## src/verilog/wrc_pkg.sv

```systemverilog
/*
 * Constants, register map and field layouts of the wakeup and reset-cause controller.
 * Assumes a 50 MHz system clock and register indices spaced one 32-bit word apart.
 */
package wrc_pkg;

   // Register indices; byte address is four times the index
   localparam logic [7:0]  IDX_PWR_DOWN    = 8'hA4;
   localparam logic [7:0]  IDX_WAKE_SEL    = 8'hA5;
   localparam logic [7:0]  IDX_OPM         = 8'hAE;
   localparam logic [7:0]  IDX_RST_CAUSE   = 8'hB1;
   localparam logic [7:0]  IDX_PIN_EN_HI   = 8'hCE;
   localparam logic [7:0]  IDX_PIN_EN_LO   = 8'hCF;
   localparam logic [7:0]  IDX_WAKE_CTRL   = 8'hD0;
   localparam logic [7:0]  IDX_WAKE_STAT   = 8'hD1;

   localparam int unsigned ADDR_W          = 12;

   // Reset values
   localparam logic [7:0]  RST_WAKE_SEL    = 8'h00;
   localparam logic [7:0]  RST_OPM         = 8'h00;
   localparam logic [7:0]  RST_PIN_EN      = 8'h00;
   localparam logic [7:0]  RST_WAKE_CTRL   = 8'h00;
   localparam logic [2:0]  RST_CAUSE       = 3'h0;

   // Reset cause bit positions
   localparam int unsigned CAUSE_PIN_BIT   = 0;
   localparam int unsigned CAUSE_WDT_BIT   = 1;

   // Power-down mode codes
   localparam logic [2:0]  PD_NONE         = 3'h0;
   localparam logic [2:0]  PD_DEEP         = 3'h1;
   localparam logic [2:0]  PD_MEMRET_OFF   = 3'h2;
   localparam logic [2:0]  PD_MEMRET_ON    = 3'h3;
   localparam logic [2:0]  PD_REGRET       = 3'h4;
   localparam logic [2:0]  PD_STANDBY      = 3'h7;

   // Wake source field codes
   localparam logic [1:0]  WF_IF_EN        = 2'h0;
   localparam logic [1:0]  WF_ALWAYS       = 2'h2;
   localparam logic [1:0]  WF_IGNORE       = 2'h3;

   // Package variants, their polarity-selectable pins and their usable pins
   localparam logic [1:0]  PKG_LARGE       = 2'h0;
   localparam logic [1:0]  PKG_MID         = 2'h1;
   localparam logic [1:0]  PKG_SMALL       = 2'h2;
   localparam logic [15:0] POL_MASK_LARGE  = 16'h0044;
   localparam logic [15:0] POL_MASK_MID    = 16'h1440;
   localparam logic [15:0] POL_MASK_SMALL  = 16'h0040;
   localparam logic [15:0] USE_MASK_LARGE  = 16'hFFFF;
   localparam logic [15:0] USE_MASK_MID    = 16'h7FFF;
   localparam logic [15:0] USE_MASK_SMALL  = 16'h007F;

   // Reset and start-up sequence length
   localparam int unsigned CLK_PERIOD_NS   = 20;
   localparam int unsigned RST_SEQ_NS      = 200;
   localparam int unsigned RST_SEQ_CYCLES  = (RST_SEQ_NS + CLK_PERIOD_NS - 1) / CLK_PERIOD_NS;

   localparam logic [1:0]  RESP_OKAY       = 2'h0;
   localparam logic [1:0]  RESP_SLVERR     = 2'h2;

   typedef struct packed {
      logic [4:0] rsvd;
      logic       pol_low;
      logic       latch_lock;
      logic       wdt_rst_en;
   } wrc_opm_t;

   typedef struct packed {
      logic [1:0] radio;
      logic [1:0] tick;
      logic [1:0] pin;
      logic [1:0] misc;
   } wrc_wake_sel_t;

   typedef struct packed {
      logic [1:0] variant;
      logic       spi_slave_en;
      logic       misc_irq_en;
      logic       pin_irq_en;
      logic       tick_irq_en;
      logic       radio_irq_en;
      logic       rsvd;
   } wrc_wake_ctrl_t;

endpackage

```

## src/verilog/wrc_wakeup_reset_ctrl.sv

```systemverilog
/*
 * Wakeup selection, pin wakeup, retention latch, watchdog gating and reset-cause
 * recording, with an AXI4-Lite register slave.
 * Assumes i_rst_n comes from the on-chip reset generator; pins, the low-frequency
 * clock and the reset pin are asynchronous; event inputs are one-cycle pulses on i_ref_clk.
 */
`timescale 1ns/1ps
module wrc_wakeup_reset_ctrl
   import wrc_pkg::*;
(
   input  wire logic              i_ref_clk,             // System clock, 50 MHz
   input  wire logic              i_rst_n,               // On-chip reset generator, async
   input  wire logic              i_rst_pin_n,           // Reset pin, async
   input  wire logic              i_wdt_reset,           // Watchdog reset pulse
   input  wire logic              i_lf_clk,              // Low-frequency clock, sampled
   input  wire logic [15:0]       i_wake_pins,           // {high reg pins, low reg pins}
   input  wire logic              i_slave_chip_select_n, // SPI slave select
   input  wire logic              i_radio_irq,           // Radio interrupt pulse
   input  wire logic              i_tick,                // Periodic tick pulse
   input  wire logic              i_xosc_ready,          // Fast crystal ready pulse
   input  wire logic              i_adc_done,            // Conversion done pulse
   input  wire logic              i_rng_ready,           // Random number ready pulse
   input  wire logic [15:0]       i_pin_setup,           // Setup to retain
   output logic [15:0]            o_pin_setup_ret,       // Retained setup
   output logic                   o_latch_lock,          // Retention latches locked
   output logic                   o_sys_reset,           // Start-up sequence running
   output logic                   o_wdt_hold,            // Watchdog forced to reset
   output logic                   o_wdt_run,             // Watchdog may run
   output logic [2:0]             o_power_mode,          // Current power-down mode
   output logic                   o_wake,                // Wakeup pulse
   output logic                   o_misc_irq,            // Miscellaneous interrupt pulse
   output logic                   o_pin_wake_irq,        // Pin wakeup interrupt level
   input  wire logic [ADDR_W-1:0] i_awaddr,              // AXI write address
   input  wire logic              i_awvalid,             // AXI
   output logic                   o_awready,             // AXI
   input  wire logic [31:0]       i_wdata,               // AXI write data
   input  wire logic [3:0]        i_wstrb,               // AXI byte strobes
   input  wire logic              i_wvalid,              // AXI
   output logic                   o_wready,              // AXI
   output logic [1:0]             o_bresp,               // AXI
   output logic                   o_bvalid,              // AXI
   input  wire logic              i_bready,              // AXI
   input  wire logic [ADDR_W-1:0] i_araddr,              // AXI read address
   input  wire logic              i_arvalid,             // AXI
   output logic                   o_arready,             // AXI
   output logic [31:0]            o_rdata,               // AXI read data
   output logic [1:0]             o_rresp,               // AXI
   output logic                   o_rvalid,              // AXI
   input  wire logic              i_rready               // AXI
);

   function automatic logic reg_is(input logic [ADDR_W-1:0] a, input logic [7:0] idx);
      return a[ADDR_W-1:2] == {2'h0, idx};
   endfunction

   function automatic logic field_wakes(input logic [1:0] f, input logic irq, input logic en);
      case (f)
         WF_IF_EN:  field_wakes = irq & en;
         WF_ALWAYS: field_wakes = irq;
         default:   field_wakes = 1'b0;
      endcase
   endfunction

   function automatic logic mapped(input logic [ADDR_W-1:0] a);
      return reg_is(a, IDX_PWR_DOWN) | reg_is(a, IDX_WAKE_SEL) | reg_is(a, IDX_OPM)
           | reg_is(a, IDX_RST_CAUSE) | reg_is(a, IDX_PIN_EN_HI) | reg_is(a, IDX_PIN_EN_LO)
           | reg_is(a, IDX_WAKE_CTRL) | reg_is(a, IDX_WAKE_STAT);
   endfunction

   wrc_opm_t          opm_q;
   wrc_wake_sel_t     wsel_q;
   wrc_wake_ctrl_t    wctl_q;
   logic [7:0]        pin_en_hi_q;
   logic [7:0]        pin_en_lo_q;
   logic [2:0]        cause_q;
   logic [2:0]        mode_q;
   logic [2:0]        prev_mode_q;
   logic              flag_pin_q;
   logic              flag_tick_q;

   // Synchronisers
   logic [15:0]       pins_s1_q, pins_s2_q;
   logic              csn_s1_q, csn_s2_q;
   logic              lf_s1_q, lf_s2_q, lf_s3_q;
   logic              rpin_s1_q, rpin_s2_q, rpin_s3_q;

   always_ff @(posedge i_ref_clk or negedge i_rst_n) begin
      if (!i_rst_n) begin
         pins_s1_q <= 16'h0000;
         pins_s2_q <= 16'h0000;
         csn_s1_q  <= 1'b1;
         csn_s2_q  <= 1'b1;
         lf_s1_q   <= 1'b0;
         lf_s2_q   <= 1'b0;
         lf_s3_q   <= 1'b0;
         rpin_s1_q <= 1'b1;
         rpin_s2_q <= 1'b1;
         rpin_s3_q <= 1'b1;
      end else begin
         pins_s1_q <= i_wake_pins;
         pins_s2_q <= pins_s1_q;
         csn_s1_q  <= i_slave_chip_select_n;
         csn_s2_q  <= csn_s1_q;
         lf_s1_q   <= i_lf_clk;
         lf_s2_q   <= lf_s1_q;
         lf_s3_q   <= lf_s2_q;
         rpin_s1_q <= i_rst_pin_n;
         rpin_s2_q <= rpin_s1_q;
         rpin_s3_q <= rpin_s2_q;
      end
   end

   logic lf_fall;
   logic rst_pin_evt;
   assign lf_fall     = lf_s3_q & ~lf_s2_q;
   assign rst_pin_evt = rpin_s3_q & ~rpin_s2_q;

   // AXI write path: address and data taken in either order
   logic [ADDR_W-1:0] awaddr_q;
   logic [7:0]        wbyte_q;
   logic              wlane0_q, aw_have_q, w_have_q, bvalid_q;
   logic [1:0]        bresp_q;
   logic              do_write;

   assign o_awready = ~aw_have_q & ~bvalid_q;
   assign o_wready  = ~w_have_q & ~bvalid_q;
   assign do_write  = aw_have_q & w_have_q & ~bvalid_q;
   assign o_bvalid  = bvalid_q;
   assign o_bresp   = bresp_q;

   always_ff @(posedge i_ref_clk or negedge i_rst_n) begin
      if (!i_rst_n) begin
         awaddr_q  <= '0;
         wbyte_q   <= 8'h00;
         wlane0_q  <= 1'b0;
         aw_have_q <= 1'b0;
         w_have_q  <= 1'b0;
         bvalid_q  <= 1'b0;
         bresp_q   <= RESP_OKAY;
      end else begin
         if (i_awvalid && o_awready) begin
            awaddr_q  <= i_awaddr;
            aw_have_q <= 1'b1;
         end
         if (i_wvalid && o_wready) begin
            wbyte_q  <= i_wdata[7:0];
            wlane0_q <= i_wstrb[0];
            w_have_q <= 1'b1;
         end
         if (do_write) begin
            aw_have_q <= 1'b0;
            w_have_q  <= 1'b0;
            bvalid_q  <= 1'b1;
            bresp_q   <= mapped(awaddr_q) ? RESP_OKAY : RESP_SLVERR;
         end else if (bvalid_q && i_bready) begin
            bvalid_q <= 1'b0;
         end
      end
   end

   logic wr_lane;
   logic cause_wr;
   logic pd_wr;
   assign wr_lane  = do_write & wlane0_q;
   assign cause_wr = do_write & reg_is(awaddr_q, IDX_RST_CAUSE);
   assign pd_wr    = wr_lane & reg_is(awaddr_q, IDX_PWR_DOWN) & (wbyte_q[2:0] != PD_NONE)
                   & ((wbyte_q[2:0] <= PD_REGRET) | (wbyte_q[2:0] == PD_STANDBY));

   // Software-written configuration
   always_ff @(posedge i_ref_clk or negedge i_rst_n) begin
      if (!i_rst_n) begin
         opm_q       <= RST_OPM;
         wsel_q      <= RST_WAKE_SEL;
         wctl_q      <= RST_WAKE_CTRL;
         pin_en_hi_q <= RST_PIN_EN;
         pin_en_lo_q <= RST_PIN_EN;
      end else if (wr_lane) begin
         if (reg_is(awaddr_q, IDX_OPM))       opm_q       <= wbyte_q;
         if (reg_is(awaddr_q, IDX_WAKE_SEL))  wsel_q      <= wbyte_q;
         if (reg_is(awaddr_q, IDX_WAKE_CTRL)) wctl_q      <= {wbyte_q[7:1], 1'b0};
         if (reg_is(awaddr_q, IDX_PIN_EN_HI)) pin_en_hi_q <= wbyte_q;
         if (reg_is(awaddr_q, IDX_PIN_EN_LO)) pin_en_lo_q <= wbyte_q;
      end
   end

   // Reset cause: only the on-chip generator clears it by reset; events win over a clear
   always_ff @(posedge i_ref_clk or negedge i_rst_n) begin
      if (!i_rst_n) begin
         cause_q <= RST_CAUSE;
      end else begin
         cause_q[CAUSE_PIN_BIT] <= rst_pin_evt | (cause_q[CAUSE_PIN_BIT] & ~cause_wr);
         cause_q[CAUSE_WDT_BIT] <= i_wdt_reset | (cause_q[CAUSE_WDT_BIT] & ~cause_wr);
         cause_q[2]             <= 1'b0;
      end
   end

   // Start-up sequence, shared by every reset source
   logic [7:0] seq_cnt_q;
   always_ff @(posedge i_ref_clk or negedge i_rst_n) begin
      if (!i_rst_n) begin
         seq_cnt_q <= 8'(RST_SEQ_CYCLES);
      end else if (rst_pin_evt || i_wdt_reset) begin
         seq_cnt_q <= 8'(RST_SEQ_CYCLES);
      end else if (seq_cnt_q != 8'h00) begin
         seq_cnt_q <= seq_cnt_q - 8'h01;
      end
   end
   assign o_sys_reset = (seq_cnt_q != 8'h00);

   // Pin wakeup, sampled on low-frequency falling edges
   logic [15:0] pins_lf_q;
   logic        csn_lf_q;
   logic [15:0] pol_mask, use_mask, pin_active;
   logic        pin_evt;

   always_ff @(posedge i_ref_clk or negedge i_rst_n) begin
      if (!i_rst_n) begin
         pins_lf_q <= 16'h0000;
         csn_lf_q  <= 1'b1;
      end else if (lf_fall) begin
         pins_lf_q <= pins_s2_q;
         csn_lf_q  <= csn_s2_q;
      end
   end

   always_comb begin
      case (wctl_q.variant)
         PKG_MID: begin
            pol_mask = POL_MASK_MID;
            use_mask = USE_MASK_MID;
         end
         PKG_SMALL: begin
            pol_mask = POL_MASK_SMALL;
            use_mask = USE_MASK_SMALL;
         end
         default: begin
            pol_mask = POL_MASK_LARGE;
            use_mask = USE_MASK_LARGE;
         end
      endcase
   end

   assign pin_active = pins_lf_q ^ (opm_q.pol_low ? pol_mask : 16'h0000);
   assign pin_evt    = (|(pin_active & use_mask & {pin_en_hi_q, pin_en_lo_q}))
                     | (wctl_q.spi_slave_en & ~csn_lf_q);

   // Miscellaneous interrupt and pin interrupt
   logic misc_irq_q, pin_irq_q;
   always_ff @(posedge i_ref_clk or negedge i_rst_n) begin
      if (!i_rst_n) begin
         misc_irq_q <= 1'b0;
         pin_irq_q  <= 1'b0;
      end else begin
         misc_irq_q <= i_xosc_ready | i_adc_done | i_rng_ready;
         pin_irq_q  <= pin_evt;
      end
   end
   assign o_misc_irq     = misc_irq_q;
   assign o_pin_wake_irq = pin_irq_q;

   // Wake decision per mode
   logic standby_wake;
   logic wake_now;
   assign standby_wake = field_wakes(wsel_q.radio, i_radio_irq, wctl_q.radio_irq_en)
                       | field_wakes(wsel_q.tick, i_tick, wctl_q.tick_irq_en)
                       | field_wakes(wsel_q.pin, pin_irq_q, wctl_q.pin_irq_en)
                       | field_wakes(wsel_q.misc, misc_irq_q, wctl_q.misc_irq_en);

   always_comb begin
      case (mode_q)
         PD_STANDBY:                wake_now = standby_wake;
         PD_MEMRET_ON, PD_REGRET:   wake_now = pin_irq_q | i_tick;
         PD_DEEP, PD_MEMRET_OFF:    wake_now = pin_irq_q;
         default:                   wake_now = 1'b0;
      endcase
   end

   // Power-down mode tracking; read-clear wake flags
   logic rd_stat;
   logic wake_q;
   always_ff @(posedge i_ref_clk or negedge i_rst_n) begin
      if (!i_rst_n) begin
         mode_q      <= PD_NONE;
         prev_mode_q <= PD_NONE;
         flag_pin_q  <= 1'b0;
         flag_tick_q <= 1'b0;
         wake_q      <= 1'b0;
      end else begin
         wake_q <= 1'b0;
         if (o_sys_reset) begin
            mode_q <= PD_NONE;
         end else if (mode_q != PD_NONE && wake_now) begin
            prev_mode_q <= mode_q;
            mode_q      <= PD_NONE;
            wake_q      <= 1'b1;
            flag_pin_q  <= flag_pin_q | pin_irq_q;
            flag_tick_q <= flag_tick_q | i_tick;
         end else if (pd_wr) begin
            mode_q      <= wbyte_q[2:0];
            flag_pin_q  <= 1'b0;
            flag_tick_q <= 1'b0;
         end else if (rd_stat) begin
            flag_pin_q  <= 1'b0;
            flag_tick_q <= 1'b0;
         end
      end
   end
   assign o_power_mode = mode_q;
   assign o_wake       = wake_q;

   // Watchdog gating
   logic wdt_hold_q, wdt_run_q;
   logic in_ret;
   assign in_ret = (mode_q == PD_MEMRET_OFF) | (mode_q == PD_MEMRET_ON) | (mode_q == PD_REGRET);
   always_ff @(posedge i_ref_clk or negedge i_rst_n) begin
      if (!i_rst_n) begin
         wdt_hold_q <= 1'b0;
         wdt_run_q  <= 1'b1;
      end else begin
         wdt_hold_q <= opm_q.wdt_rst_en & in_ret;
         wdt_run_q  <= (mode_q != PD_DEEP) & ~(opm_q.wdt_rst_en & in_ret);
      end
   end
   assign o_wdt_hold = wdt_hold_q;
   assign o_wdt_run  = wdt_run_q;

   // Retention latches
   logic [15:0] setup_ret_q;
   always_ff @(posedge i_ref_clk or negedge i_rst_n) begin
      if (!i_rst_n) begin
         setup_ret_q <= 16'h0000;
      end else if (!opm_q.latch_lock) begin
         setup_ret_q <= i_pin_setup;
      end
   end
   assign o_pin_setup_ret = opm_q.latch_lock ? setup_ret_q : i_pin_setup;
   assign o_latch_lock    = opm_q.latch_lock;

   // AXI read path
   logic [31:0] rdata_q;
   logic [1:0]  rresp_q;
   logic        rvalid_q;
   logic [7:0]  rbyte;
   assign o_arready = ~rvalid_q;
   assign rd_stat   = i_arvalid & o_arready & reg_is(i_araddr, IDX_WAKE_STAT);

   always_comb begin
      rbyte = 8'h00;
      if (reg_is(i_araddr, IDX_PWR_DOWN))  rbyte = {5'h00, prev_mode_q};
      if (reg_is(i_araddr, IDX_WAKE_SEL))  rbyte = wsel_q;
      if (reg_is(i_araddr, IDX_OPM))       rbyte = opm_q;
      if (reg_is(i_araddr, IDX_RST_CAUSE)) rbyte = {5'h00, cause_q};
      if (reg_is(i_araddr, IDX_PIN_EN_HI)) rbyte = pin_en_hi_q;
      if (reg_is(i_araddr, IDX_PIN_EN_LO)) rbyte = pin_en_lo_q;
      if (reg_is(i_araddr, IDX_WAKE_CTRL)) rbyte = wctl_q;
      if (reg_is(i_araddr, IDX_WAKE_STAT)) rbyte = {flag_pin_q, flag_tick_q, 3'h0, mode_q};
   end

   always_ff @(posedge i_ref_clk or negedge i_rst_n) begin
      if (!i_rst_n) begin
         rdata_q  <= 32'h0000_0000;
         rresp_q  <= RESP_OKAY;
         rvalid_q <= 1'b0;
      end else if (i_arvalid && o_arready) begin
         rdata_q  <= {24'h000000, rbyte};
         rresp_q  <= mapped(i_araddr) ? RESP_OKAY : RESP_SLVERR;
         rvalid_q <= 1'b1;
      end else if (rvalid_q && i_rready) begin
         rvalid_q <= 1'b0;
      end
   end
   assign o_rdata  = rdata_q;
   assign o_rresp  = rresp_q;
   assign o_rvalid = rvalid_q;
endmodule

```

## config.mk

```make
export PLATFORM = sky130hd
export DESIGN_NAME = wrc_wakeup_reset_ctrl
export DESIGN_NICKNAME = d
export VERILOG_FILES = /design/src/verilog/wrc_pkg.sv /design/src/verilog/wrc_wakeup_reset_ctrl.sv
export SDC_FILE = /design/constraint.sdc
export NUM_CORES = 1
export LEC_CHECK = 0
export BUFFER_PORTS_ARGS = -buffer_cell sky130_fd_sc_hd__buf_2
export CAP_MARGIN = 20
export CELL_PAD_IN_SITES_DETAIL_PLACEMENT = 1
export CELL_PAD_IN_SITES_GLOBAL_PLACEMENT = 2
export CORE_MARGIN = 2
export CORE_UTILIZATION = 30
export DETAILED_ROUTE_END_ITERATION = 6
export HOLD_SLACK_MARGIN = 0.03
export PLACE_DENSITY = 0.67
export RECOVER_POWER = 25
export SYNTH_ARGS = -nofsm -noshare
export SYNTH_HDL_FRONTEND = slang
export SYNTH_SLANG_ARGS = --single-unit
```

## constraint.sdc

```tcl
create_clock -name i_ref_clk -period 2.6 [get_ports i_ref_clk]
set_input_delay 0.52 -clock i_ref_clk [delete_from_list [all_inputs] [get_ports i_ref_clk]]
set_output_delay 0.52 -clock i_ref_clk [all_outputs]
set_load 0.02 [all_outputs]
```

After elaboration in Yosys (flattened, before gate mapping)
Cells that the tools add are included.
Widths: inputs -> output; s select.
{"block": "op_classes", "addsub": 1, "bitwise": 63, "eq_ne": 29, "magnitude_cmp": 1, "mux": 38, "reduce_logical": 31}
{"operator": "$eq 10x8->1 const B", "n": 16}
{"operator": "$mux 8", "n": 9}
{"operator": "$and 16x16->16", "n": 2}
{"operator": "$mux 16", "n": 2}
{"operator": "$pmux 16 s2", "n": 1}
{"operator": "$or 1x1->1", "n": 28}
{"operator": "$pmux 13 s2", "n": 1}
{"operator": "$and 1x1->1", "n": 22}
{"operator": "$reduce_or 16->1", "n": 1}
{"operator": "$xor 16x16->16", "n": 1}
{"operator": "$mux 1", "n": 14}
{"operator": "$reduce_and 2->1", "n": 7}
{"operator": "$mux 3", "n": 4}
{"operator": "$reduce_bool 3->1", "n": 4}
{"operator": "$eq 2x2->1 const B", "n": 5}
{"operator": "$not 1->1", "n": 10}
{"operator": "$reduce_bool 2->1", "n": 5}
{"operator": "$eq 3x3->1 const B", "n": 3}
{"operator": "$logic_not 2->1", "n": 4}
{"operator": "$pmux 1 s2", "n": 4}
{"operator": "$reduce_bool 8->1", "n": 1}
{"operator": "$sub 8x1->8 const B", "n": 1}
{"operator": "$eq 3x2->1 const B", "n": 2}
{"operator": "$logic_and 1x1->1", "n": 6}
{"operator": "8 further kinds", "n": 10}
{"block": "word_totals", "wordCells": 213, "register_bits": 172, "inputBits": 108, "out_inout_bits": 67}

Depth between registers and ports, before layout
Gate-level depths: netlist (run 1).
{"block": "logic_depth", "word_depth": 9, "ltp_mapped": 7}

Worst setup path after synthesis (run 1)
Ideal clock, no wire load.
{"block": "synth_timing", "path_kind": "input port to flip-flop", "from": "input port i_araddr[11]", "to": "register rdata_q[1], in the netlist o_rdata[1]", "path_stages": 5, "required_ps": 2478, "setup_slack_ps": 407, "arrival_time_ps": 2072, "path_cell_list": "or4_4 or3_1 buf_2 or4_1 o2111a_1"}
{"block": "synth_between", "elab_chain_cells": 9, "word_cells_on_any_way": 16}
{"element": "start: declaration", "line_no": "wrc_wakeup_reset_ctrl.sv:43", "rtl": "input wire logic [ADDR_W-1:0] i_araddr,"}
{"element": "$eq 10x8->1", "line_no": "wrc_wakeup_reset_ctrl.sv:53", "rtl": "return a[ADDR_W-1:2] == {2'h0, idx};"}
{"element": "$mux 3", "line_no": "wrc_wakeup_reset_ctrl.sv:349", "rtl": "if (reg_is(i_araddr, IDX_PWR_DOWN)) rbyte = {5'h00, prev_mode_q};"}
{"element": "$mux 8", "line_no": "wrc_wakeup_reset_ctrl.sv:350", "rtl": "if (reg_is(i_araddr, IDX_WAKE_SEL)) rbyte = wsel_q;"}
{"element": "$mux 8", "line_no": "wrc_wakeup_reset_ctrl.sv:351", "rtl": "if (reg_is(i_araddr, IDX_OPM)) rbyte = opm_q;"}
{"element": "$mux 8", "line_no": "wrc_wakeup_reset_ctrl.sv:352", "rtl": "if (reg_is(i_araddr, IDX_RST_CAUSE)) rbyte = {5'h00, cause_q};"}
{"element": "$mux 8", "line_no": "wrc_wakeup_reset_ctrl.sv:353", "rtl": "if (reg_is(i_araddr, IDX_PIN_EN_HI)) rbyte = pin_en_hi_q;"}
{"element": "$mux 8", "line_no": "wrc_wakeup_reset_ctrl.sv:354", "rtl": "if (reg_is(i_araddr, IDX_PIN_EN_LO)) rbyte = pin_en_lo_q;"}
{"element": "$mux 8", "line_no": "wrc_wakeup_reset_ctrl.sv:355", "rtl": "if (reg_is(i_araddr, IDX_WAKE_CTRL)) rbyte = wctl_q;"}
{"element": "$mux 8 (*)", "line_no": "wrc_wakeup_reset_ctrl.sv:356", "rtl": "if (reg_is(i_araddr, IDX_WAKE_STAT)) rbyte = {flag_pin_q, flag_tick_q, 3'h0, mode_q};"}
{"element": "end signal: assignment", "line_no": "wrc_wakeup_reset_ctrl.sv:365", "rtl": "rdata_q <= {24'h000000, rbyte};"}
{"element": "end: declaration", "line_no": "wrc_wakeup_reset_ctrl.sv:340", "rtl": "logic [31:0] rdata_q;"}
Every way passes the cells marked *; elsewhere a longest branch is shown, timed or not.
A chain may end at the register's enable or synchronous reset.

Worst setup path in the final report (run 1)
{"block": "layout_timing", "from": "register opm_q (netlist bit o_latch_lock)", "to": "output port o_pin_setup_ret[1]"}
{"block": "layout_between", "elab_chain_cells": 1}
{"element": "start: declaration", "line_no": "wrc_wakeup_reset_ctrl.sv:70", "rtl": "wrc_opm_t opm_q;"}
{"element": "start signal: assignment", "line_no": "wrc_wakeup_reset_ctrl.sv:178", "rtl": "if (reg_is(awaddr_q, IDX_OPM)) opm_q <= wbyte_q;"}
{"element": "$mux 16"}
{"element": "end: declaration", "line_no": "wrc_wakeup_reset_ctrl.sv:24", "rtl": "output logic [15:0] o_pin_setup_ret,"}
Every way passes these cells.

==> run summary, run 1 <==
The run finished with clean final reports. The element type at the critical path start is a register. The power per cell area came out at 768 nW/um^2. The number of placed I/O pins is 175. For the worst setup path, the data arrival time is 1.89 ns. The worst hold margin came out at 0.183 ns. At the pin with the least slew margin, the transition time is 1.33 ns. The cell with the largest stage delay on the worst path is dfrtp_1. The routability congestion estimate came out at 0.838. Measured against its own limit, the worst slew margin works out to 0.115. The die height is 158 um. Yosys printed 0 warnings. The most used flip-flop cell after synthesis is dfrtp_1. The proportion of layout cells with a drive suffix above 1 is 0.391. In this run, distinct cell masters in the synthesized netlist total 65.

The total count of max-transition violations in the final report came to 0. STA classifies the critical path endpoint as an output port. The number of cells upsized or downsized after cts came out at 0. The wire length per cell is 18.0 um. The clock transition at the registers of the reported paths came out at 0.06 ns. Summed over all cells, the static leakage comes to 3.99 nW. The clock reaches the later pin of the worst-skew pair after 0.43 ns. Summed over all instances, the cell type with the most area after synthesis is dfrtp_1. The via total after detailed routing is 4924.

Between clock sinks in the finished design, the worst skew comes to 0.0114 ns. Setup violations remaining at the end of the flow were counted as 0. The number of vias per cell came out at 4.80.

The deepest clock path buffer count came out at 2. The startpoint identified for the worst hold timing path is i_slave_chip_select_n. The via count of the first global-routing pass came out at 5307. The post-DP HPWL came out at 13600 um. CTS saw 168 sinks. The wire length of the first global-routing pass is 29300 um.

The starting density of the core came out at 0.305. Buffers placed on the I/O ports in this run total 117. The sum of routed wire length over all layers came out at 18400 um. In this run the worst path has a maximum fanout of 19. Setup repair after global routing left no endpoint under its margin. Before antenna repair, the detailed router went through 4 iterations. The chip width is 158 um. The number of buffer and inverter stages on the critical path is 1. The core region is 23500 um^2. In the final layout, the multi-input gates occupy 2720 um^2. In this run the worst setup path begins at o_latch_lock$_DFFE_PN0P_.

The cell row count is 56. The count of antenna-violating nets left after detailed routing came out at 0. The largest net degree at the start of global routing is 72.

The area of the mapped netlist is 7160 um^2. The final hold violation count is 0. The largest vdd supply drop came out at 0.470 mV. The signal on the critical path passes through mux2_2 -> buf_2. The synthesis-to-layout area growth came out at 21.5%. The largest stage delay on the critical path came out at 0.86 ns. The top cell type's share of synthesized area came out at 0.556.

The footprint of the flip-flops and latches is 4220 um^2. The maximum operating frequency came out at 415 MHz. TritonCTS built the clock tree. The worst hold path belongs to the class in -> reg.

The async set or reset register ratio after synthesis came out at 1.00. The ratio of final minimum period to clock period is 0.926. The die footprint came out at 25100 um^2. The library cell used as clock root buffer is clkbuf_16. The average cell area after synthesis is 12.8 um^2.

In this run the critical register-to-register path is launched from o_bvalid$_DFFE_PN0P_. The total clock buffers created by CTS is 17. The number of nets at the end of the flow is 804. The required time of the worst setup path is 2.08 ns. After detailed routing, the number of remaining DRC violations is 0. The setup path with the least slack is of type reg -> out. The number of filler instances in the final layout is 2579. For this run, the total global-route usage over all layers was measured as 0.156.

The first-iteration detailed-routing DRC count came out at 212. The largest delay contributor family on the critical path is flip-flops. The sum of negative setup slack came out at 0 ns.

The share of the Yosys chip area taken by registers is 0.589. The total number of H-tree levels is 4. The clock period could shrink to 2.41 ns. The synthesized instance count came out at 560. The max-capacitance violation count came out at 0. After synthesis the netlist holds a flip-flop and latch count of 168.

The number of synthesized flops with an enable pin is 0. The initial antenna violation count came to 0. Global routing finished with a remaining overflow of 0. After synthesis, the cell types taking the most area are dfrtp_1 56%, mux2_2 15%, dfstp_2 3.3%, buf_4 2.7%, nor2_1 1.8%.
## power breakdown
part | total [mW] | internal (mW) | switching (mW)
clock network | 2.45 | 1.41 | 1.04
registers | 3.29 | 2.93 | 0.362
logic | 0.933 | 0.442 | 0.491
total | 6.67 | 4.78 | 1.89
## routing by layer
layer / part of all wire / wire length, um / vias up / track usage
met5: 0 / 0 / - / 0
met4: 0.017 / 309 / 0 / 0.0541
met3: 0.070 / 1290 / 26 / 0.0471
met2: 0.47 / 8600 / 162 / 0.250
met1: 0.45 / 8210 / 2498 / 0.200
li1: - / - / 2238 / -
## state kept, by name, summed over array words and instances (netlist names), 10 cells and up
signal,cells
setup_ret_q,16
pins_s1_q,16
awaddr_q,10
pins_s2_q,16
pins_lf_q,16
## final cells by class
| type | count | share of cell area |
|---|---|---|
| inverters | 11 | 0.00475 |
| repair buffers | 136 | 0.0865 |
| flip-flops and latches | 168 | 0.485 |
| diodes | 1 | 0.000288 |
| well taps | 319 | 0.0459 |
| clock inverters | 12 | 0.0151 |
| multi-input cells | 358 | 0.312 |
| clock buffers | 20 | 0.0502 |
## metrics by stage
stage	std cells	setup slack [ns]	util	cell area, um^2	total power [mW]
floorplan	585	0.407	-	7250	3.87
global placement	990	0.243	0.346	8120	4.25
detailed placement	990	0.226	0.346	8120	4.30
CTS	1023	0.0687	0.370	8690	6.80
global route	1024	0.0473	0.370	8690	7.05
finish	1025	0.193	0.370	8690	6.67
## placed cells by master, fill, tap and decap left out, types with 9 or more instances in the layout
cell and count:
nor2_1 34, buf_2 116, a21oi_1 11, o21ai_0 25, dfrtp_1 159, mux2_2 94
mux2i_1 10, nand2_1 23, clkbuf_16 17, and3_1 9, buf_4 15, conb_1 26
inv_1 10
## Yosys cell counts (3+ instances only)
library cell and n:
ha_1 4, nor3b_1 3, a31oi_1 3, a22oi_1 3
nand4_1 4, mux2i_1 10, xnor2_1 8, nand2b_1 5
a222oi_1 4, xor2_1 3, or3_1 3, nor2b_1 8
nand2_1 23, nand3_1 7, nor4b_1 3, nand3b_1 3
nor3_1 8, nand4b_1 3, a21o_1 4, inv_1 10
nor4_1 3, buf_4 26, o21ai_0 25, dfrtp_1 159
buf_1 3, a32oi_1 5, nor2_1 34, clkbuf_1 18
dfstp_2 9, and3_1 9, mux2_2 94, a21oi_1 11
a221oi_1 3
## final timing paths
kind,slack [ns],cells past startpoint,to
setup / recovery,0.19,2,o_pin_setup_ret[1]
hold / removal,0.18,1,csn_s1_q$_DFF_PN1_
setup reg to reg,0.44,4,wctl_q[3]$_DFFE_PN0P_
hold reg to reg,0.35,0,pins_s2_q[3]$_DFF_PN0_
max in group asynchronous,0.68,3,csn_lf_q$_DFFE_PN1P_
min in group asynchronous,0.91,2,o_rvalid$_DFFE_PN0P_
## repair_timing
item                                    4_1_cts  5_1_grt
endpoints found under the setup margin        0        1
hold buffers                                  1        0
setup buffers                                 0        1
endpoints found under the hold margin         1        0
## logic make-up (layout without fill, tap and decap cells)
group / after synthesis / in the layout / share of synthesized area
buffers and inverters: 59 / 179 / 0.0447
flip-flops: 168 / 168 / 0.589
other: 1 / 27 / 0.000524
multiplexers: 104 / 104 / 0.162
AND/OR/NAND/NOR: 129 / 129 / 0.101
AO/OA/AOI/OAI: 84 / 84 / 0.0829
adder cells (fa/ha/maj): 4 / 4 / 0.00699
XOR/XNOR: 11 / 11 / 0.0135
No activity file was read; power rests on OpenSTA's default activity.
==> run 2: changes to the inputs <==
Settings changed: ABC_AREA from default to 1, PLACE_DENSITY 0.67 to 0.71.
==> run summary, run 2 <==
Result of the run: finished with violations (was finished clean). The final reports fail on capacitance limit, slew limit. The critical path endpoint is o_pin_setup_ret[5] (was o_pin_setup_ret[1]). The number of different library cells in the post-synthesis netlist came to 40 (was 65). The number of cells upsized or downsized after cts came out at 0 (unchanged). The total number of clock tree sinks is 168 (unchanged).

The main flop type after synthesis was dfrtp_1 (unchanged). The synthesized instance count was 742 (was 560). The proportion of layout cells with a drive suffix above 1 came out at 0.279 (was 0.391). The area of the mapped netlist is 7260 um^2 (was 7160 um^2).

The normalized max-slew margin came out at -0.124 (was 0.115). The synthesis-to-layout area growth is 20.4% (was 21.5%). The top fanout value on the critical path is 19 (unchanged).

The final global-route overflow total came out at 0 (unchanged). Commonest cells after routing, fill and taps aside: 159 x dfrtp_1, 151 x nand2_1, 116 x buf_2 (was 159 x dfrtp_1, 116 x buf_2, 94 x mux2_2). The final critical delay including setup and external delays came to 2.43 ns (was 2.41 ns). The clock tree from TritonCTS is built (unchanged). The classification of the worst setup path is reg -> out (unchanged). The commonest non-fill, non-tap cell in the layout was dfrtp_1 (unchanged). The die height came out at 160 um (was 158 um). The number of remaining DRC errors came out at 0 (unchanged).

The total of endpoints with negative setup slack in the final report is 0 (unchanged). The number of vias per cell is 4.42 (was 4.80). The die footprint was 25500 um^2 (was 25100 um^2). The deepest clock path buffer count is 2 (unchanged).

The wire length of the first global-routing pass came out at 30500 um (was 29300 um). The element type at the critical path start is a register (unchanged). The via count of the first global-routing pass came out at 5624 (was 5307). The register area share after synthesis is 0.581 (was 0.589). The average cell area after synthesis was 9.78 um^2 (was 12.8 um^2). The final worst-path setup slack is 0.166 ns (was 0.193 ns). The top cell type's share of synthesized area came out at 0.548 (was 0.556).

The slew at the pin with the worst max-slew slack is 1.69 ns (was 1.33 ns). The core occupancy in the finished layout came to 0.370 (about the same). The leakage power of the design came out at 4.22 nW (was 3.99 nW). The clock transition at the registers of the reported paths came out at 0.07 ns (was 0.06 ns).

The max-capacitance violation count came to 1 (was 0). The largest vdd supply drop came out at 0.424 mV (was 0.470 mV). The total clock buffers created by CTS is 17 (unchanged). The sum of negative setup slack was 0 ns (unchanged). The library cell used as clock root buffer is clkbuf_16 (unchanged). The total power came to 6.73 mW (was 6.67 mW).

The number of warnings reported in the yosys synthesis log is 0 (unchanged). The sequential share of power is 0.460 (was 0.493). The number of filler instances in the final layout is 2762 (was 2579). The worst min-delay path class is in -> reg (unchanged).

The largest net degree at the start of global routing came out at 64 (was 72). The ratio of final minimum period to clock period was 0.936 (was 0.926). The maximum operating frequency is 411 MHz (was 415 MHz). The area of the core region was 23600 um^2 (was 23500 um^2). The global-route usage over all layers came out at 0.152 (was 0.156). The worst hold margin is 0.183 ns (about the same). The kind of end point of the critical path is an output port (unchanged). The required time of the worst setup path was 2.08 ns (about the same). The total number of H-tree levels is 4 (unchanged). The clock insertion delay at the later pin of the skew report came out at 0.43 ns (about the same).

Leading cell types by count after synthesis: 159 x dfrtp_1, 151 x nand2_1, 73 x inv_1 (was 159 x dfrtp_1, 94 x mux2_2, 34 x nor2_1). The via total after detailed routing came to 5310 (was 4924). The depth of the worst register-to-register path came to 6 (was 4). The setup slack of the most critical reg-to-reg path is 0.68 ns (was 0.44 ns). The portion of total power attributed to combinational logic is 0.164 (was 0.140). The first element of the critical path is o_latch_lock$_DFFE_PN0P_ (unchanged). The count of antenna-violating nets left after detailed routing is 0 (unchanged). The switching share of total power was 0.321 (was 0.283). The total count of max-transition violations in the final report came to 62 (was 0).

The critical register-to-register path startpoint is o_bvalid$_DFFE_PN0P_ (unchanged). The total iterations of the first detailed-routing run is 4 (unchanged). The number of placed I/O pins is 175 (unchanged). The initial antenna violation count is 2 (was 0). The cell row count was 56 (unchanged). The cell type with the largest total area after synthesis is dfrtp_1 (unchanged).

The final hold violation count is 0 (unchanged). Cells taking the most area after synthesis: dfrtp_1 55%, nand2_1 7.8%, mux2_2 6.0%, inv_1 3.8%, dfstp_2 3.3% (was dfrtp_1 56%, mux2_2 15%, dfstp_2 3.3%, buf_4 2.7%, nor2_1 1.8%). The maximum clock skew at final layout came out at 0.0125 ns (was 0.0114 ns). The post-DP HPWL is 13900 um (was 13600 um). The total net switching power is 2.16 mW (was 1.89 mW).

The buffer count from post-CTS setup fixing is 0 (unchanged). The number of hold-repair buffers added at the cts stage is 0 (was 1). The setup slack at placement is 0.517 ns (was 0.226 ns). The area of the multi-input gates is 2580 um^2 (was 2720 um^2). The footprint of the flip-flops and latches came out at 4220 um^2 (unchanged).

The chip width came out at 160 um (was 158 um). The dominant cell by count in the synthesized netlist is dfrtp_1 (unchanged). The power per cell area is 771 nW/um^2 (was 768 nW/um^2). The first-iteration detailed-routing DRC count is 230 (was 212). The sum of routed wire length over all layers is 18300 um (was 18400 um). The number of antenna cells inserted is 0 (was 1).

The number of storage elements in the synthesis netlist came out at 168 (unchanged). The clock network fraction of total power is 0.376 (was 0.367). The number of synthesized flops with an enable pin is 0 (unchanged). The arrival time of data at the critical path endpoint came out at 1.91 ns (was 1.89 ns). Setup repair after global routing missed its margin: no (unchanged).

The routability congestion estimate came to 0.782 (was 0.838). The async set or reset register ratio after synthesis came to 1.00 (unchanged). The starting density of the core is 0.307 (was 0.305). The number of port buffers was 117 (unchanged).

The wire length per cell is 15.2 um (was 18.0 um). The number of nets at the end of the flow came out at 982 (was 804). The internal power is 4.58 mW (was 4.78 mW). The worst flop-to-flop path endpoint is pin_en_lo_q[3]$_DFFE_PN0P_ (was wctl_q[3]$_DFFE_PN0P_).
-- run 2: cell type report --
type / count / area share
clock buffer: 17 / 0.0487
timing repair buffer: 123 / 0.0750
inverter: 77 / 0.0332
tap: 319 / 0.0457
multi-input combinational: 483 / 0.295
clock inverter: 15 / 0.0199
sequential: 168 / 0.482
-- run 2: metrics by stage --
step           instances  cell area, um^2
4_1_cts             1202             8750
5_1_grt             1202             8740
3_3_place_gp        1170             8150
6_report            1202             8740
2_1_floorplan        767             7350
3_5_place_dp        1170             8150
-- run 2: cells by family (layout without fill, tap and decap cells) --
logic type,after synthesis,count (layout),share of synthesized area
adder cells (fa/ha/maj),4,4,0.00689
AND/OR/NAND/NOR,300,300,0.183
XOR/XNOR,3,3,0.00362
multiplexers,39,39,0.0605
flip-flops,168,168,0.581
AO/OA/AOI/OAI,111,111,0.0876
buffers and inverters,116,232,0.0769
other,1,26,0.000517
-- run 2: power groups by stage --
| stage | clock (mW) | sequential [mW] | combinational (mW) |
|---|---|---|---|
| 2_1_floorplan | 0 | 3.14 | 0.727 |
| 3_5_place_dp | 0 | 3.15 | 1.14 |
| 3_3_place_gp | 0 | 3.14 | 1.11 |
| 4_1_cts | 2.63 | 3.10 | 1.14 |
| 5_1_grt | 2.75 | 3.14 | 1.27 |
| 6_report | 2.53 | 3.10 | 1.10 |
-- run 2: worst min-delay path by stage --
| stage | slack, ns | depth (start not counted) | to | startpoint |
|---|---|---|---|---|
| 5_1_grt | 0.16 | 1 | rpin_s1_q$_DFF_PN1_ | i_rst_pin_n |
| 3_3_place_gp | 0.33 | 0 | pins_s2_q[14]$_DFF_PN0_ | pins_s1_q[14]$_DFF_PN0_ |
| 6_report | 0.18 | 1 | rpin_s1_q$_DFF_PN1_ | i_rst_pin_n |
| 4_1_cts | 0.08 | 1 | awaddr_q[10]$_DFFE_PN0P_ | i_rst_n |
| 2_1_floorplan | 0.22 | 0 | aw_have_q$_DFFE_PN0P_ | i_rst_n |
| 3_5_place_dp | 0.34 | 0 | pins_s2_q[8]$_DFF_PN0_ | pins_s1_q[8]$_DFF_PN0_ |
-- run 2: layer usage --
metal  track usage  share of wire
met2         0.245           0.46
met1         0.204           0.48
met4        0.0438          0.012
met5             0        0.00060
met3        0.0362          0.045
-- run 2: critical path, cell delays in order (launching register included) --
cell,delay [ns]
dfrtp_1,0.89
mux2_2,0.43
buf_2,0.16
==> run 3: changes to the inputs <==
Settings changed: BUFFER_PORTS_ARGS -buffer_cell sky130_fd_sc_hd__buf_2 to default, DONT_BUFFER_PORTS from default to 1, PLACE_DENSITY 0.71 to 0.61.
==> run summary, run 3 (same netlist as run 2, synthesis figures left out) <==
The worst min-delay path class is in -> async (was in -> reg). The required time of the worst setup path is 2.08 ns (about the same). The die footprint came out at 25500 um^2 (unchanged). The critical register-to-register path startpoint is o_bvalid$_DFFE_PN0P_ (unchanged). The total clock buffers created by CTS is 17 (unchanged). The clock insertion delay at the later pin of the skew report came out at 0.44 ns (was 0.43 ns). Violated checks: hold timing (was capacitance limit, slew limit). The worst flop-to-flop path endpoint is pin_en_lo_q[7]$_DFFE_PN0P_ (was pin_en_lo_q[3]$_DFFE_PN0P_). The cell with the largest stage delay on the worst path is dfrtp_1 (unchanged).

The post-route standard cell area excluding fillers came out at 8130 um^2 (was 8740 um^2). The via total after detailed routing came out at 5018 (was 5310). The total iterations of the first detailed-routing run came out at 4 (unchanged). The total number of clock tree sinks is 168 (unchanged). The sum of routed wire length over all layers came out at 18400 um (was 18300 um). The number of antenna cells inserted came to 0 (unchanged). The kind of end point of the critical path is an output port (unchanged). The maximum clock skew at final layout is 0.0253 ns (was 0.0125 ns).

The die height is 160 um (unchanged). The proportion of layout cells with a drive suffix above 1 is 0.166 (was 0.279). The ratio of final minimum period to clock period is 0.893 (was 0.936). The total of endpoints with negative setup slack in the final report came out at 0 (unchanged). The total count of max-transition violations in the final report came out at 0 (was 62). Commonest cells after routing, fill and taps aside: 159 x dfrtp_1, 151 x nand2_1, 73 x inv_1 (was 159 x dfrtp_1, 151 x nand2_1, 116 x buf_2). The element type at the critical path start is a register (unchanged). The via count of the first global-routing pass is 5397 (was 5624).

The classification of the worst setup path is reg -> out (unchanged). The routability congestion estimate is 0.780 (was 0.782). The placed cell area is 7510 um^2 (was 8150 um^2). The number of placed I/O pins came out at 175 (unchanged). The power per cell area came out at 816 nW/um^2 (was 771 nW/um^2).

The commonest non-fill, non-tap cell in the layout is dfrtp_1 (unchanged). The largest delay contributor family on the critical path is flip-flops (unchanged). The synthesis-to-layout area growth came out at 11.9% (was 20.4%). The number of port buffers was 0 (was 117). The post-DP HPWL came out at 13500 um (was 13900 um). The final critical delay including setup and external delays was 2.32 ns (was 2.43 ns).

The path length in cells of the critical path is 1 (was 2). The largest stage delay on the critical path came to 0.88 ns (was 0.89 ns). The largest vdd supply drop came out at 0.346 mV (was 0.424 mV). The number of buffer and inverter stages on the critical path is 0 (was 1). The post-layout instance count excluding filler cells is 1082 (was 1202). The starting density of the core is 0.307 (unchanged). The wire length of the first global-routing pass is 29900 um (was 30500 um). The clock transition at the registers of the reported paths came out at 0.07 ns (about the same). The top fanout value on the critical path is 19 (unchanged). The first-iteration detailed-routing DRC count came out at 238 (was 230). The largest net degree at the start of global routing came out at 169 (was 64). The total number of H-tree levels is 4 (unchanged). The global-route usage over all layers is 0.151 (was 0.152).

The library cell used as clock root buffer was clkbuf_16 (unchanged). Setup repair after global routing missed its margin: no (unchanged). The wire length per cell was 17.0 um (was 15.2 um). The number of nets at the end of the flow is 862 (was 982). Result of the run: finished with violations (unchanged). The slew at the pin with the worst max-slew slack came out at 0.826 ns (was 1.69 ns). The count of antenna-violating nets left after detailed routing is 0 (unchanged).

The initial antenna violation count came out at 0 (was 2). The maximum operating frequency was 431 MHz (was 411 MHz). The max-capacitance violation count came out at 0 (was 1).

The chip width is 160 um (unchanged). The normalized max-slew margin is 0.449 (was -0.124). The clock tree from TritonCTS is built (unchanged).

The deepest clock path buffer count came to 2 (unchanged). The number of remaining DRC errors came out at 0 (unchanged). The number of cells upsized or downsized after cts came out at 0 (unchanged). The total power came out at 6.63 mW (was 6.73 mW). The cell count after placement is 1050 (was 1170). The depth of the worst register-to-register path is 6 (unchanged). The leakage power of the design is 3.72 nW (was 4.22 nW).

The final global-route overflow total is 0 (unchanged). The cell row count came out at 56 (unchanged). The area of the core region is 23600 um^2 (unchanged).

The worst hold margin is -0.228 ns (was 0.183 ns). The number of vias per cell was 4.64 (was 4.42). The buffer count from post-CTS setup fixing is 0 (unchanged). Crit-path cells: mux2_2 (was mux2_2 -> buf_2).

The arrival time of data at the critical path endpoint is 1.80 ns (was 1.91 ns). The final hold violation count is 166 (was 0). The setup slack of the most critical reg-to-reg path came out at 0.61 ns (was 0.68 ns).

The sum of negative setup slack came out at 0 ns (unchanged).
-- run 3: cell count changes in the layout (fill, tap and decap cells not counted), sizes merged --
cell,change
clkinv,+2
clkbuf,-1
inv,-2
buf,-119
-- run 3: power breakdown --
group	total, mW	switching [mW]	internal (mW)
Clock	2.57	1.25	1.32
Combinational	0.906	0.637	0.268
Sequential	3.15	0.239	2.91
Total	6.63	2.13	4.50
-- run 3: how the worst max path moves through the flow --
stage	startpoint	endpoint	slack (ns)
2_1_floorplan	o_latch_lock$_DFFE_PN0P_	o_pin_setup_ret[0]	0.66
5_1_grt	o_latch_lock$_DFFE_PN0P_	o_pin_setup_ret[15]	0.17
6_report	o_latch_lock$_DFFE_PN0P_	o_pin_setup_ret[7]	0.28
3_3_place_gp	i_araddr[10]	o_rdata[3]$_DFFE_PN0P_	0.57
3_5_place_dp	i_araddr[10]	o_rdata[0]$_DFFE_PN0P_	0.53
4_1_cts	o_latch_lock$_DFFE_PN0P_	o_pin_setup_ret[0]	0.23
-- run 3: final cells by class --
type | count | area (um^2)
fill | 2708 | 15500
sequential | 168 | 4220
multi-input combinational | 483 | 2580
clock buffer | 17 | 425
tap | 319 | 399
inverter | 77 | 290
clock inverter | 15 | 194
timing repair buffer | 3 | 22.5
-- run 3: routing by layer --
layer	global-route usage	vias up	wire, um
met5	0	-	0
met3	0.0427	20	1110
met2	0.241	142	8460
li1	-	2394	-
met1	0.198	2462	8470
met4	0.0488	0	348
-- run 3: per-stage QoR --
step / utilization / worst slack [ns]
final: 0.344 / 0.279
after global routing: 0.344 / 0.171
after CTS: 0.344 / 0.234
after detailed placement: 0.318 / 0.535
after global placement: 0.318 / 0.574
after floorplan: - / 0.657
